## src/rtl/tmw_consts.svh

```systemverilog
// Constants for the eight-bit waveform timer: register offsets, field positions, codes and prescaler masks.
// Assumes inclusion by bare name from the timer package and the timer module.
`ifndef TMW_CONSTS_SVH
`define TMW_CONSTS_SVH
// ----------------------------------------------------------------------------
// Register byte offsets (low address byte only).
// ----------------------------------------------------------------------------
`define TMW_OFF_CTRL_A 8'h00
`define TMW_OFF_CTRL_B 8'h04
`define TMW_OFF_COUNT 8'h08
`define TMW_OFF_CMP_A 8'h0C
`define TMW_OFF_CMP_B 8'h10
`define TMW_OFF_FLAGS 8'h14
// ----------------------------------------------------------------------------
// Field positions and values.
// ----------------------------------------------------------------------------
`define TMW_A_OMA 7:6
`define TMW_A_OMB 5:4
`define TMW_A_WM 1:0
`define TMW_B_WMHI 3
`define TMW_B_CS 2:0
`define TMW_F_OVF 0
`define TMW_F_MA 1
`define TMW_F_MB 2
`define TMW_BOTTOM 8'h00
`define TMW_MAX 8'hFF
`define TMW_ONE 8'h01
`define TMW_RST8 8'h00
// Waveform mode codes.
`define TMW_WM_NORMAL 3'h0
`define TMW_WM_PC_FF 3'h1
`define TMW_WM_CTC 3'h2
`define TMW_WM_FAST_FF 3'h3
`define TMW_WM_PC_OCR 3'h5
`define TMW_WM_FAST_OCR 3'h7
// Output mode codes.
`define TMW_OM_TOGGLE 2'h1
`define TMW_OM_CLEAR 2'h2
`define TMW_OM_SET 2'h3
// Clock select codes and prescaler masks for 1, 8, 64, 256, 1024.
`define TMW_CS_DIV1 3'h1
`define TMW_CS_DIV8 3'h2
`define TMW_CS_DIV64 3'h3
`define TMW_CS_DIV256 3'h4
`define TMW_CS_DIV1024 3'h5
`define TMW_MASK_DIV8 10'h007
`define TMW_MASK_DIV64 10'h03F
`define TMW_MASK_DIV256 10'h0FF
`define TMW_MASK_DIV1024 10'h3FF
`endif

```

## src/rtl/tmw_pkg.sv

```systemverilog
// Types shared by the eight-bit waveform timer.
// Assumes the constants header sits beside it.
package tmw_pkg;
  `include "tmw_consts.svh"
  // Counting family selected by the waveform mode, one-hot.
  typedef enum logic [3:0] {
    tmw_cls_normal = 4'b0001,
    tmw_cls_phase = 4'b0010,
    tmw_cls_ctc = 4'b0100,
    tmw_cls_fast = 4'b1000
  } tmw_class_t;
endpackage : tmw_pkg

```

## src/rtl/tmw_timer.sv

```systemverilog
// Eight-bit timer/counter with normal, clear-on-match, fast PWM and phase-correct PWM waveforms.
// Assumes a single AHB-Lite master, one clock hclk and inputs synchronous to it.
//
// The AHB-Lite register port and the placing of the registers were chosen for this implementation.
`timescale 1ns/100ps
`include "tmw_consts.svh"

// Summary of operation
// RQ1 - Normal mode counts up, wraps FF to 00.
// RQ2 - Normal mode sets overflow when count becomes zero.
// RQ3 - Clear-on-match clears count at compare A.
// RQ4 - Clear-on-match sets match A at top.
// RQ5 - Clear-on-match compare unbuffered; missed match wraps.
// RQ6 - Clear-on-match toggle mode inverts output A.
// RQ7 - Clear-on-match sets overflow on FF-to-00 wrap.
// RQ8 - Fast PWM tops: FF (mode 3), A (7).
// RQ9 - Fast PWM returns to bottom after top.
// RQ10 - Fast PWM sets overflow at top.
// RQ11 - Fast PWM clear/set at match and bottom.
// RQ12 - Fast PWM toggles A only, with high bit.
// RQ13 - Fast PWM extremes give spike or constant level.
// RQ14 - Fast PWM toggle like clear-on-match, buffered compare.
// RQ15 - Phase PWM modes 1 and 5, dual slope.
// RQ16 - Phase PWM reverses at top, holds one tick.
// RQ17 - Phase PWM sets overflow at bottom.
// RQ18 - Phase PWM clears up-match, sets down-match.
// RQ19 - Phase PWM toggles A only, with high bit.
// RQ20 - Phase PWM extremes give constant levels.
// RQ21 - Phase PWM output restored at bottom for symmetry.
// RQ22 - Timer tick from prescale 1,8,64,256,1024.
// RQ23 - Software count write beats clear or count.
// RQ24 - Match flag set on tick after equality.
// RQ25 - Count write blocks matches for one tick.
// RQ26 - PWM compare writes buffered, loaded at top/bottom.
// RQ27 - Count and compares are 8-bit readable registers.
module tmw_timer #(
  parameter int PRESC_W = 10
) (
  input wire logic hclk,
  input wire logic hresetn,
  input wire logic hsel,
  input wire logic [31:0] haddr,
  input wire logic [1:0] htrans,
  input wire logic hwrite,
  input wire logic [2:0] hsize,
  input wire logic [31:0] hwdata,
  input wire logic hready,
  output logic [31:0] hrdata,
  output logic hreadyout,
  output logic hresp,
  output logic wave_out_a,
  output logic wave_out_a_en,
  output logic wave_out_b,
  output logic wave_out_b_en
);
  // ----------------------------------------------------------------------------
  // State declarations.
  // ----------------------------------------------------------------------------
  logic [1:0] output_a_mode; // Channel A output mode.
  logic [1:0] output_b_mode; // Channel B output mode.
  logic [1:0] wm_lo_q; // Low waveform mode bits.
  logic waveform_mode_high_bit; // High waveform mode bit.
  logic [2:0] cs_q; // Clock select.
  logic [7:0] count_value; // The counter.
  logic [7:0] buf_a_q, buf_b_q; // Software-side compare values.
  logic [7:0] compare_a_value, compare_b_value; // Active compare values.
  logic up_q; // Phase-correct direction, high while counting up.
  logic blk_q; // Match block armed by a count write.
  logic overflow_flag, match_a_flag, match_b_flag; // Sticky event flags.
  logic wa_q, wb_q; // Output compare states.
  logic [PRESC_W-1:0] presc_q; // Free-running prescaler.
  logic dwr_q; // Write data phase pending.
  logic [7:0] daddr_q; // Address of the pending data phase.
  logic [31:0] rdata_q; // Registered read data.
  logic [7:0] cnt_d;
  logic up_d;
  logic ovf_ev;
  // ----------------------------------------------------------------------------
  // Decode of mode, top and events.
  // ----------------------------------------------------------------------------
  logic [2:0] wms;
  tmw_pkg::tmw_class_t cls;
  logic pwm, tick, at_top, m_a, m_b, top_ev, bot_ev, upd, a_top, b_top;
  logic [7:0] top;
  logic [PRESC_W-1:0] mask;
  logic cnt_wr, flag_wr, upd_ok;
  logic [7:0] wd;

  assign wms = {waveform_mode_high_bit, wm_lo_q};
  assign wd = hwdata[7:0];
  assign cnt_wr = dwr_q && (daddr_q == `TMW_OFF_COUNT);
  assign flag_wr = dwr_q && (daddr_q == `TMW_OFF_FLAGS);

  // Mode family; the two unlisted codes behave as normal counting.
  always_comb begin
    case (wms)
      `TMW_WM_PC_FF, `TMW_WM_PC_OCR: cls = tmw_pkg::tmw_cls_phase; // [RQ15]
      `TMW_WM_CTC: cls = tmw_pkg::tmw_cls_ctc;
      `TMW_WM_FAST_FF, `TMW_WM_FAST_OCR: cls = tmw_pkg::tmw_cls_fast; // [RQ8]
      default: cls = tmw_pkg::tmw_cls_normal;
    endcase
  end

  assign pwm = (cls == tmw_pkg::tmw_cls_phase) || (cls == tmw_pkg::tmw_cls_fast);
  // Top is compare A in modes 5 and 7, otherwise the full count.
  assign top = (wms == `TMW_WM_PC_OCR || wms == `TMW_WM_FAST_OCR) ? compare_a_value : `TMW_MAX; // [RQ8] [RQ15]
  assign at_top = (count_value == top);

  // Prescaler tick; a stopped selection gives no tick at all.
  always_comb begin
    case (cs_q)
      `TMW_CS_DIV8: mask = `TMW_MASK_DIV8;
      `TMW_CS_DIV64: mask = `TMW_MASK_DIV64;
      `TMW_CS_DIV256: mask = `TMW_MASK_DIV256;
      `TMW_CS_DIV1024: mask = `TMW_MASK_DIV1024;
      default: mask = '0;
    endcase
  end
  assign tick = (cs_q == `TMW_CS_DIV1) || ((cs_q >= `TMW_CS_DIV8) && (cs_q <= `TMW_CS_DIV1024) &&
                ((presc_q & mask) == mask)); // [RQ22]

  // Equality seen during a tick period is acted on at the closing tick.
  assign m_a = tick && !blk_q && (count_value == compare_a_value); // [RQ24] [RQ25]
  assign m_b = tick && !blk_q && (count_value == compare_b_value); // [RQ24] [RQ25]
  assign top_ev = tick && at_top;
  assign bot_ev = tick && !up_q && (count_value == `TMW_BOTTOM);
  assign upd_ok = (cls == tmw_pkg::tmw_cls_fast) || up_q;
  // Buffered compares load at top, as the count turns to bottom or down.
  assign upd = tick && pwm && upd_ok && (at_top || count_value == `TMW_MAX); // [RQ26]
  assign a_top = (compare_a_value == top);
  assign b_top = (compare_b_value == top);

  // ----------------------------------------------------------------------------
  // Counter sequencing.
  // ----------------------------------------------------------------------------
  // Next count, direction and overflow event for each mode family.
  always_comb begin
    cnt_d = count_value;
    up_d = (cls == tmw_pkg::tmw_cls_phase) ? up_q : 1'b1;
    ovf_ev = 1'b0;
    if (tick) begin
      case (cls)
        tmw_pkg::tmw_cls_normal: begin
          cnt_d = count_value + `TMW_ONE; // [RQ1]
          ovf_ev = (count_value == `TMW_MAX); // [RQ2]
        end
        tmw_pkg::tmw_cls_ctc: begin
          // A compare written below the count is passed by; the count wraps first.
          cnt_d = (count_value == compare_a_value) ? `TMW_BOTTOM : count_value + `TMW_ONE; // [RQ3] [RQ5]
          ovf_ev = (count_value == `TMW_MAX); // [RQ7]
        end
        tmw_pkg::tmw_cls_fast: begin
          cnt_d = at_top ? `TMW_BOTTOM : count_value + `TMW_ONE; // [RQ9]
          ovf_ev = at_top; // [RQ10]
        end
        tmw_pkg::tmw_cls_phase: begin
          if (up_q) begin
            // Top was held for this one tick; turn round now.
            if (at_top || count_value == `TMW_MAX) begin
              up_d = (count_value == `TMW_BOTTOM); // [RQ16]
              cnt_d = (count_value == `TMW_BOTTOM) ? `TMW_BOTTOM : count_value - `TMW_ONE;
              ovf_ev = (count_value == `TMW_BOTTOM);
            end else begin
              cnt_d = count_value + `TMW_ONE;
            end
          end else if (count_value == `TMW_BOTTOM) begin
            up_d = 1'b1;
            cnt_d = (top == `TMW_BOTTOM) ? `TMW_BOTTOM : `TMW_ONE;
          end else begin
            cnt_d = count_value - `TMW_ONE;
            ovf_ev = (count_value == `TMW_ONE); // [RQ17]
          end
        end
        default: cnt_d = count_value;
      endcase
    end
    // Software write wins over every clear and count.
    if (cnt_wr) begin
      cnt_d = wd; // [RQ23]
    end
  end

  // Counter and direction registers.
  always_ff @(posedge hclk or negedge hresetn) begin
    if (!hresetn) begin
      count_value <= `TMW_RST8;
      up_q <= 1'b1;
    end else begin
      count_value <= cnt_d;
      up_q <= up_d;
    end
  end

  // Prescaler runs freely; it has no reset dependency beyond a zero start.
  always_ff @(posedge hclk or negedge hresetn) begin
    if (!hresetn) begin
      presc_q <= '0;
    end else begin
      presc_q <= presc_q + {{(PRESC_W-1){1'b0}}, 1'b1};
    end
  end

  // Match block: armed by a count write, spent by the next tick, even if stopped meanwhile.
  always_ff @(posedge hclk or negedge hresetn) begin
    if (!hresetn) begin
      blk_q <= 1'b0;
    end else if (cnt_wr) begin
      blk_q <= 1'b1; // [RQ25]
    end else if (tick) begin
      blk_q <= 1'b0;
    end
  end

  // ----------------------------------------------------------------------------
  // Flags, set wins over a write-one clear.
  // ----------------------------------------------------------------------------
  always_ff @(posedge hclk or negedge hresetn) begin
    if (!hresetn) begin
      overflow_flag <= 1'b0;
      match_a_flag <= 1'b0;
      match_b_flag <= 1'b0;
    end else begin
      overflow_flag <= ovf_ev || (overflow_flag && !(flag_wr && wd[`TMW_F_OVF])); // [RQ2] [RQ7]
      match_a_flag <= m_a || (match_a_flag && !(flag_wr && wd[`TMW_F_MA])); // [RQ4] [RQ24]
      match_b_flag <= m_b || (match_b_flag && !(flag_wr && wd[`TMW_F_MB])); // [RQ24]
    end
  end

  // ----------------------------------------------------------------------------
  // Compare registers; direct in non-PWM modes, buffered in PWM modes.
  // ----------------------------------------------------------------------------
  always_ff @(posedge hclk or negedge hresetn) begin
    if (!hresetn) begin
      buf_a_q <= `TMW_RST8;
      buf_b_q <= `TMW_RST8;
      compare_a_value <= `TMW_RST8;
      compare_b_value <= `TMW_RST8;
    end else begin
      if (dwr_q && daddr_q == `TMW_OFF_CMP_A) begin
        buf_a_q <= wd; // [RQ27]
      end
      if (dwr_q && daddr_q == `TMW_OFF_CMP_B) begin
        buf_b_q <= wd;
      end
      if (!pwm && dwr_q && daddr_q == `TMW_OFF_CMP_A) begin
        compare_a_value <= wd; // [RQ5]
      end else if (!pwm || upd) begin
        compare_a_value <= buf_a_q; // [RQ26] [RQ14]
      end
      if (!pwm && dwr_q && daddr_q == `TMW_OFF_CMP_B) begin
        compare_b_value <= wd;
      end else if (!pwm || upd) begin
        compare_b_value <= buf_b_q; // [RQ26]
      end
    end
  end

  // ----------------------------------------------------------------------------
  // Waveform generation.
  // ----------------------------------------------------------------------------
  // Next output state for one channel; tog_ok is false for channel B.
  function automatic logic wave_next(input logic cur, input logic [1:0] om, input tmw_pkg::tmw_class_t c,
                                     input logic match, input logic tog_ok, input logic ocr_top,
                                     input logic tev, input logic bev, input logic up_after);
    logic n;
    n = cur;
    case (c)
      tmw_pkg::tmw_cls_normal, tmw_pkg::tmw_cls_ctc: begin
        if (match && om == `TMW_OM_TOGGLE) begin
          n = !cur; // [RQ6]
        end else if (match && om[1]) begin
          n = om[0];
        end
      end
      tmw_pkg::tmw_cls_fast: begin
        if (om == `TMW_OM_TOGGLE) begin
          n = (tog_ok && match) ? !cur : cur; // [RQ12] [RQ14]
        end else if (om[1] && tev) begin
          n = !om[0]; // [RQ11] [RQ13]
        end else if (om[1] && match && !ocr_top) begin
          n = om[0]; // [RQ11]
        end
      end
      tmw_pkg::tmw_cls_phase: begin
        if (om == `TMW_OM_TOGGLE) begin
          n = (tog_ok && match) ? !cur : cur; // [RQ19]
        end else if (om[1] && ocr_top && tev) begin
          n = !om[0]; // [RQ20]
        end else if (om[1] && match && !ocr_top) begin
          n = up_after ? om[0] : !om[0]; // [RQ18] [RQ20]
        end else if (om[1] && bev) begin
          n = !om[0]; // [RQ21]
        end
      end
      default: n = cur;
    endcase
    return n;
  endfunction : wave_next

  // Output compare states; they survive mode changes and start low.
  always_ff @(posedge hclk or negedge hresetn) begin
    if (!hresetn) begin
      wa_q <= 1'b0;
      wb_q <= 1'b0;
    end else begin
      wa_q <= wave_next(wa_q, output_a_mode, cls, m_a, waveform_mode_high_bit, a_top, top_ev, bot_ev, up_d);
      wb_q <= wave_next(wb_q, output_b_mode, cls, m_b, 1'b0, b_top, top_ev, bot_ev, up_d);
    end
  end

  assign wave_out_a = wa_q;
  assign wave_out_b = wb_q;
  // The pin is taken over whenever a channel output mode is non-zero.
  assign wave_out_a_en = |output_a_mode;
  assign wave_out_b_en = |output_b_mode;

  // ----------------------------------------------------------------------------
  // AHB-Lite slave, zero wait states, always OKAY.
  // ----------------------------------------------------------------------------
  // Address phase capture; read data is sampled here so hrdata is a flop output.
  always_ff @(posedge hclk or negedge hresetn) begin
    if (!hresetn) begin
      dwr_q <= 1'b0;
      daddr_q <= `TMW_RST8;
      rdata_q <= '0;
    end else begin
      dwr_q <= hsel && hready && htrans[1] && hwrite;
      daddr_q <= haddr[7:0];
      rdata_q <= '0;
      if (hsel && hready && htrans[1] && !hwrite) begin
        case (haddr[7:0])
          `TMW_OFF_CTRL_A: rdata_q <= {24'h000000, output_a_mode, output_b_mode, 2'h0, wm_lo_q};
          `TMW_OFF_CTRL_B: rdata_q <= {28'h0000000, waveform_mode_high_bit, cs_q};
          `TMW_OFF_COUNT: rdata_q <= {24'h000000, count_value}; // [RQ27]
          `TMW_OFF_CMP_A: rdata_q <= {24'h000000, buf_a_q};
          `TMW_OFF_CMP_B: rdata_q <= {24'h000000, buf_b_q};
          `TMW_OFF_FLAGS: rdata_q <= {29'h00000000, match_b_flag, match_a_flag, overflow_flag};
          default: rdata_q <= '0;
        endcase
      end
    end
  end

  // Control registers; writes land at the end of the data phase.
  always_ff @(posedge hclk or negedge hresetn) begin
    if (!hresetn) begin
      output_a_mode <= 2'h0;
      output_b_mode <= 2'h0;
      wm_lo_q <= 2'h0;
      waveform_mode_high_bit <= 1'b0;
      cs_q <= 3'h0;
    end else if (dwr_q && daddr_q == `TMW_OFF_CTRL_A) begin
      output_a_mode <= wd[`TMW_A_OMA];
      output_b_mode <= wd[`TMW_A_OMB];
      wm_lo_q <= wd[`TMW_A_WM];
    end else if (dwr_q && daddr_q == `TMW_OFF_CTRL_B) begin
      waveform_mode_high_bit <= wd[`TMW_B_WMHI];
      cs_q <= wd[`TMW_B_CS];
    end
  end

  assign hrdata = rdata_q;
  assign hreadyout = 1'b1;
  assign hresp = 1'b0;
endmodule : tmw_timer

```

## config.mk

```make
export PLATFORM = sky130hd
export DESIGN_NAME = tmw_timer
export DESIGN_NICKNAME = d
export VERILOG_FILES = /design/src/rtl/tmw_pkg.sv /design/src/rtl/tmw_timer.sv
export VERILOG_INCLUDE_DIRS = /design/src /design/src/rtl
export SDC_FILE = /design/constraint.sdc
export NUM_CORES = 1
export LEC_CHECK = 0
export BUFFER_PORTS_ARGS = -buffer_cell sky130_fd_sc_hd__buf_2
export CAP_MARGIN = 20
export CELL_PAD_IN_SITES_DETAIL_PLACEMENT = 0
export CELL_PAD_IN_SITES_GLOBAL_PLACEMENT = 1
export CORE_UTILIZATION = 42
export CTS_CLUSTER_DIAMETER = 200
export CTS_CLUSTER_SIZE = 16
export DETAILED_ROUTE_END_ITERATION = 12
export PLACE_DENSITY = 0.91
export RECOVER_POWER = 50
export SETUP_SLACK_MARGIN = 0.4
export SLEW_MARGIN = 40
export SYNTH_ARGS = -nofsm -noshare
export SYNTH_HDL_FRONTEND = slang
export SYNTH_SLANG_ARGS = --single-unit
```

## constraint.sdc

```tcl
create_clock -name hclk -period 2.6 [get_ports hclk]
set_input_delay 0.13 -clock hclk [delete_from_list [all_inputs] [get_ports hclk]]
set_output_delay 0.13 -clock hclk [all_outputs]
set_load 0.02 [all_outputs]
```

==> flow_summary_export.csv <==
group,metric,value,unit
run_status,status,"completed",
synthesis,synthAdderAreaFrac,1.390,%
routing,drt-initial-drc-count,449,
timing,slew_violations,0,
synthesis,async_flop_share,100.0,%
clocking,cts_tree,"built",
critical_path,critPathMaxFanout,5,
routing,routed_via_density,5.841,
layout,layout_commonest_cell,"nand2_1",
synthesis,yosysWarnings,0,
global_route,grt_use_met1,31.82,%
clocking,cts-root-buf,"clkbuf_16",
layout,seq_area,2121,um2
timing,tightestPinTransition,1.334,ns
synthesis,synth_ff_type,"dfrtp_1",
pwr,power_per_cell_area,615.9,nW/um2
critical_path,crit_path_start_kind,"flop",
clocking,cts_max_level,3,
critical_path,worstSetupEndpointType,"flop",
layout,area_growth,25.81,%
placed_design,numPortBuffers,33,
timing,post-route-min-period,2.436,ns
pwr,p_clk_share,32.9,%
run,cap_violations,0,
placed_design,post-dp-hpwl,11.30,mm
synthesis,netlist_instances,572,
synthesis,synthSimpleGateAreaFrac,21.40,%
synthesis,synth_edf_count,0,
timing,relSlewSlack,11.08,%
clocking,cts_max_path_buffers,2,
critical_path,crit_type,"flop to flop",
clocking,clk_latency,0.35,ns
timing,timing.final.crit_share,93.70,%
routing,wl,16.16,mm
critical_path,crit_required,2.83,ns
layout,final_cell_mix,"nand2_1 (72), dfrtp_1 (69), buf_4 (59)",
floorplanning,floorplan.initialDensity,42.98,%
critical_path,path_cells,"inv_1, ha_1, a211oi_4, a31o_2, nand3_1, a311oi_2, xnor2_1, o221ai_1, mux2_4",
synthesis,syn_area,5401,um2
global_route,grt_util_met2,42.63,%
critical_path,arrival,2.67,ns
routing,vias,4912,
timing,rsz0062_at_grt,"yes",
floorplanning,die-area,13320,um2
clocking,clock-sinks,84,
timing,worst_clock_skew,0.01062,ns
layout,layout-drive-gt1-share,30.94,%
routing,ant_nets,0,
clocking,path_clk_slew,0.07,ns
global_route,first_global_vias,4883,
timing,hold_violations,0,
pwr,p_comb_share,26.0,%
global_route,grt_usage,25.59,%
pwr,p_leak,2.849,nW
placed_design,place_area,5918,um2
layout,antennaDiodeCount,0,
pwr,p_sw,0.001482,W
critical_path,reg2reg_depth,9,
floorplanning,die_x,115.4,um
layout,multiInputGateArea,3226,um2
synthesis,avgSynthCellArea,9.443,um2
floorplanning,die_h,115.4,um
timing,finalSetupTns,0,ns
synthesis,synth_xor_area_share,5.675,%
placed_design,routabilityCongestion,0.9415,
critical_path,cp_slowest_cell,"dfrtp_1",
routing,post_drt_wl_per_cell,19.22,um
pwr,sw_frac_of_total,35.41,%
synthesis,ys_ff_latch,84,
hold_path,worstHoldStart,"hready",
synthesis,ys_types,87,
synthesis,synth-compound-area-share,16.70,%
synthesis,synth_top_family_by_area,"simple AND/OR/NAND/NOR gates",
critical_path,crit_buf_inv,1,
layout,nFillCells,1079,
timing,finalSetupViolCount,0,
global_route,grt_max_degree,55,
global_route,grt_use_met3,4.639,%
pwr,ir_worst_vdd,567.3,uV
pwr,intPower,0.002703,W
timing,fmax,410.5,MHz
synthesis,muxShareOfSynthArea,8.339,%
routing,firstDrtPassIters,5,
global_route,grt.busiest_layer,"met2",
synthesis,yosysSeqAreaShare,38.94,%
floorplanning,io_pins,112,
floorplanning,core,12570,um2
layout,final_nets,744,
pwr,total_power,0.004185,W
critical_path,crit_family,"compound AO/OA/AOI/OAI gates",
global_route,grt_pass1_wl,25.90,mm
floorplanning,std_cell_rows,41,
critical_path,r2r_start,"cs_q[1]",
critical_path,crit_start,"cs_q[1]",
layout,stdcell_area,6795,um2
hold_path,hold_path.class,"input port to flop",
routing,drc,0,
critical_path,crit_cells,9,
hold_path,whs_path_depth,3,
clocking,cts_buffers,9,
pwr,power_frac_seq,41.1,%
global_route,grt.overflow.total,0,
critical_path,slowest_delay,0.39,ns
timing,hold_ws,0.1005,ns
global_route,antenna_found_initial,0,
## cell usage after synthesis (3+ instances only)
| cell | number | area, um2 |
|---|---|---|
| buf_4 | 27 | 202.7 |
| nor2_2 | 3 | 18.77 |
| nand2_1 | 75 | 281.5 |
| nand4_1 | 3 | 18.77 |
| a21o_1 | 3 | 22.52 |
| nand4bb_1 | 4 | 45.04 |
| xnor2_1 | 19 | 166.4 |
| nor2b_1 | 4 | 25.02 |
| and3_1 | 6 | 37.54 |
| a311oi_1 | 5 | 43.79 |
| clkbuf_1 | 17 | 63.81 |
| o21ai_1 | 4 | 20.02 |
| and2_1 | 3 | 18.77 |
| ha_1 | 6 | 75.07 |
| dfrtp_1 | 83 | 2077 |
| buf_2 | 10 | 50.05 |
| nor4_1 | 12 | 75.07 |
| a222oi_1 | 6 | 60.06 |
| nand3_1 | 20 | 100.1 |
| nor3_1 | 12 | 60.06 |
| mux2i_1 | 18 | 180.2 |
| o221ai_1 | 3 | 26.28 |
| a211oi_1 | 4 | 30.03 |
| a21oi_1 | 20 | 100.1 |
| xor2_1 | 16 | 140.1 |
| mux2_2 | 23 | 259.0 |
| nand3b_1 | 3 | 22.52 |
| a22oi_1 | 5 | 37.54 |
| o21ai_0 | 38 | 190.2 |
| nor2_1 | 29 | 108.9 |
| inv_1 | 11 | 41.29 |
| a31oi_1 | 8 | 50.05 |
| buf_6 | 3 | 33.78 |
| or3_1 | 5 | 31.28 |
## repair_timing
| action | in CTS | in global routing |
|---|---|---|
| cloned | 1 | 0 |
| setup buffers | 15 | 6 |
| endpoints found under the setup margin | 30 | 49 |
| pin swaps | 14 | 16 |
| gates resized for setup | 37 | 36 |
| hold buffers | 9 | 0 |
| hold endpoints to repair | 60 | 0 |
## registers in the layout (all words and copies together), names as in the netlist
name,count
presc_q,10
buf_a_q,8
buf_b_q,8
compare_a_value,8
compare_b_value,8
count_value,8
daddr_q,8
hrdata,8
cs_q,3
output_a_mode,2
output_b_mode,2
wm_lo_q,2
blk_q,1
dwr_q,1
match_a_flag,1
match_b_flag,1
overflow_flag,1
up_q,1
wave_out_a,1
wave_out_b,1
waveform_mode_high_bit,1
## tightest hold or removal path: cells and delay by family
| kind | cells | cell delay, ns |
|---|---|---|
| buffers and inverters | 1 | 0.10 |
| and+or+nand+nor | 2 | 0.18 |
## cells by family after synthesis
family	Yosys count
fa+ha+maj	6
simple gates	210
flops	84
buf+inv	70
compound gates	123
other cells	2
mux	42
xor+xnor	35
## layout make-up
type                            count  share of cell area (%)
Multi-Input combinational cell    442                   47.47
Clock buffer                        9                   3.314
Timing Repair Buffer              116                   12.85
Inverter                           11                  0.6076
Sequential cell                    84                   31.21
Tap cell                          172                   3.167
Clock inverter                      7                   1.381
## power by group through the flow
stage / clock (W) / combinational (W) / sequential [W]
2_1_floorplan: 0 / 0.000744 / 0.00156
3_3_place_gp: 0 / 0.000936 / 0.00169
5_1_grt: 0.00143 / 0.00119 / 0.00174
3_5_place_dp: 0 / 0.000962 / 0.00170
6_report: 0.00138 / 0.00109 / 0.00172
4_1_cts: 0.00138 / 0.00103 / 0.00170
## routing by layer
layer	wire, um	vias to the layer above
met5	0	-
met4	617	0
met3	1214	44
met2	7956	272
met1	6376	2398
li1	-	2198
## per-stage QoR
step / setup WS, ns / std cells / utilization [%]
after floorplan: 0.2229 / 596 / -
after global placement: 0.06505 / 794 / 47.09
after detailed placement: -0.07982 / 794 / 47.09
after CTS: 0.1773 / 835 / 52.95
after global routing: 0.09050 / 841 / 54.07
final: 0.1639 / 841 / 54.07
## path summary, 6_finish.rpt
path                       slack (ns)             end
setup / recovery                 0.16      wave_out_b
hold / removal                   0.10           dwr_q
setup reg to reg                 0.16      wave_out_b
hold reg to reg                  0.46      presc_q[0]
max in group asynchronous        0.53  count_value[5]
min in group asynchronous        0.60      presc_q[7]
(Power assumes the default switching activity.)
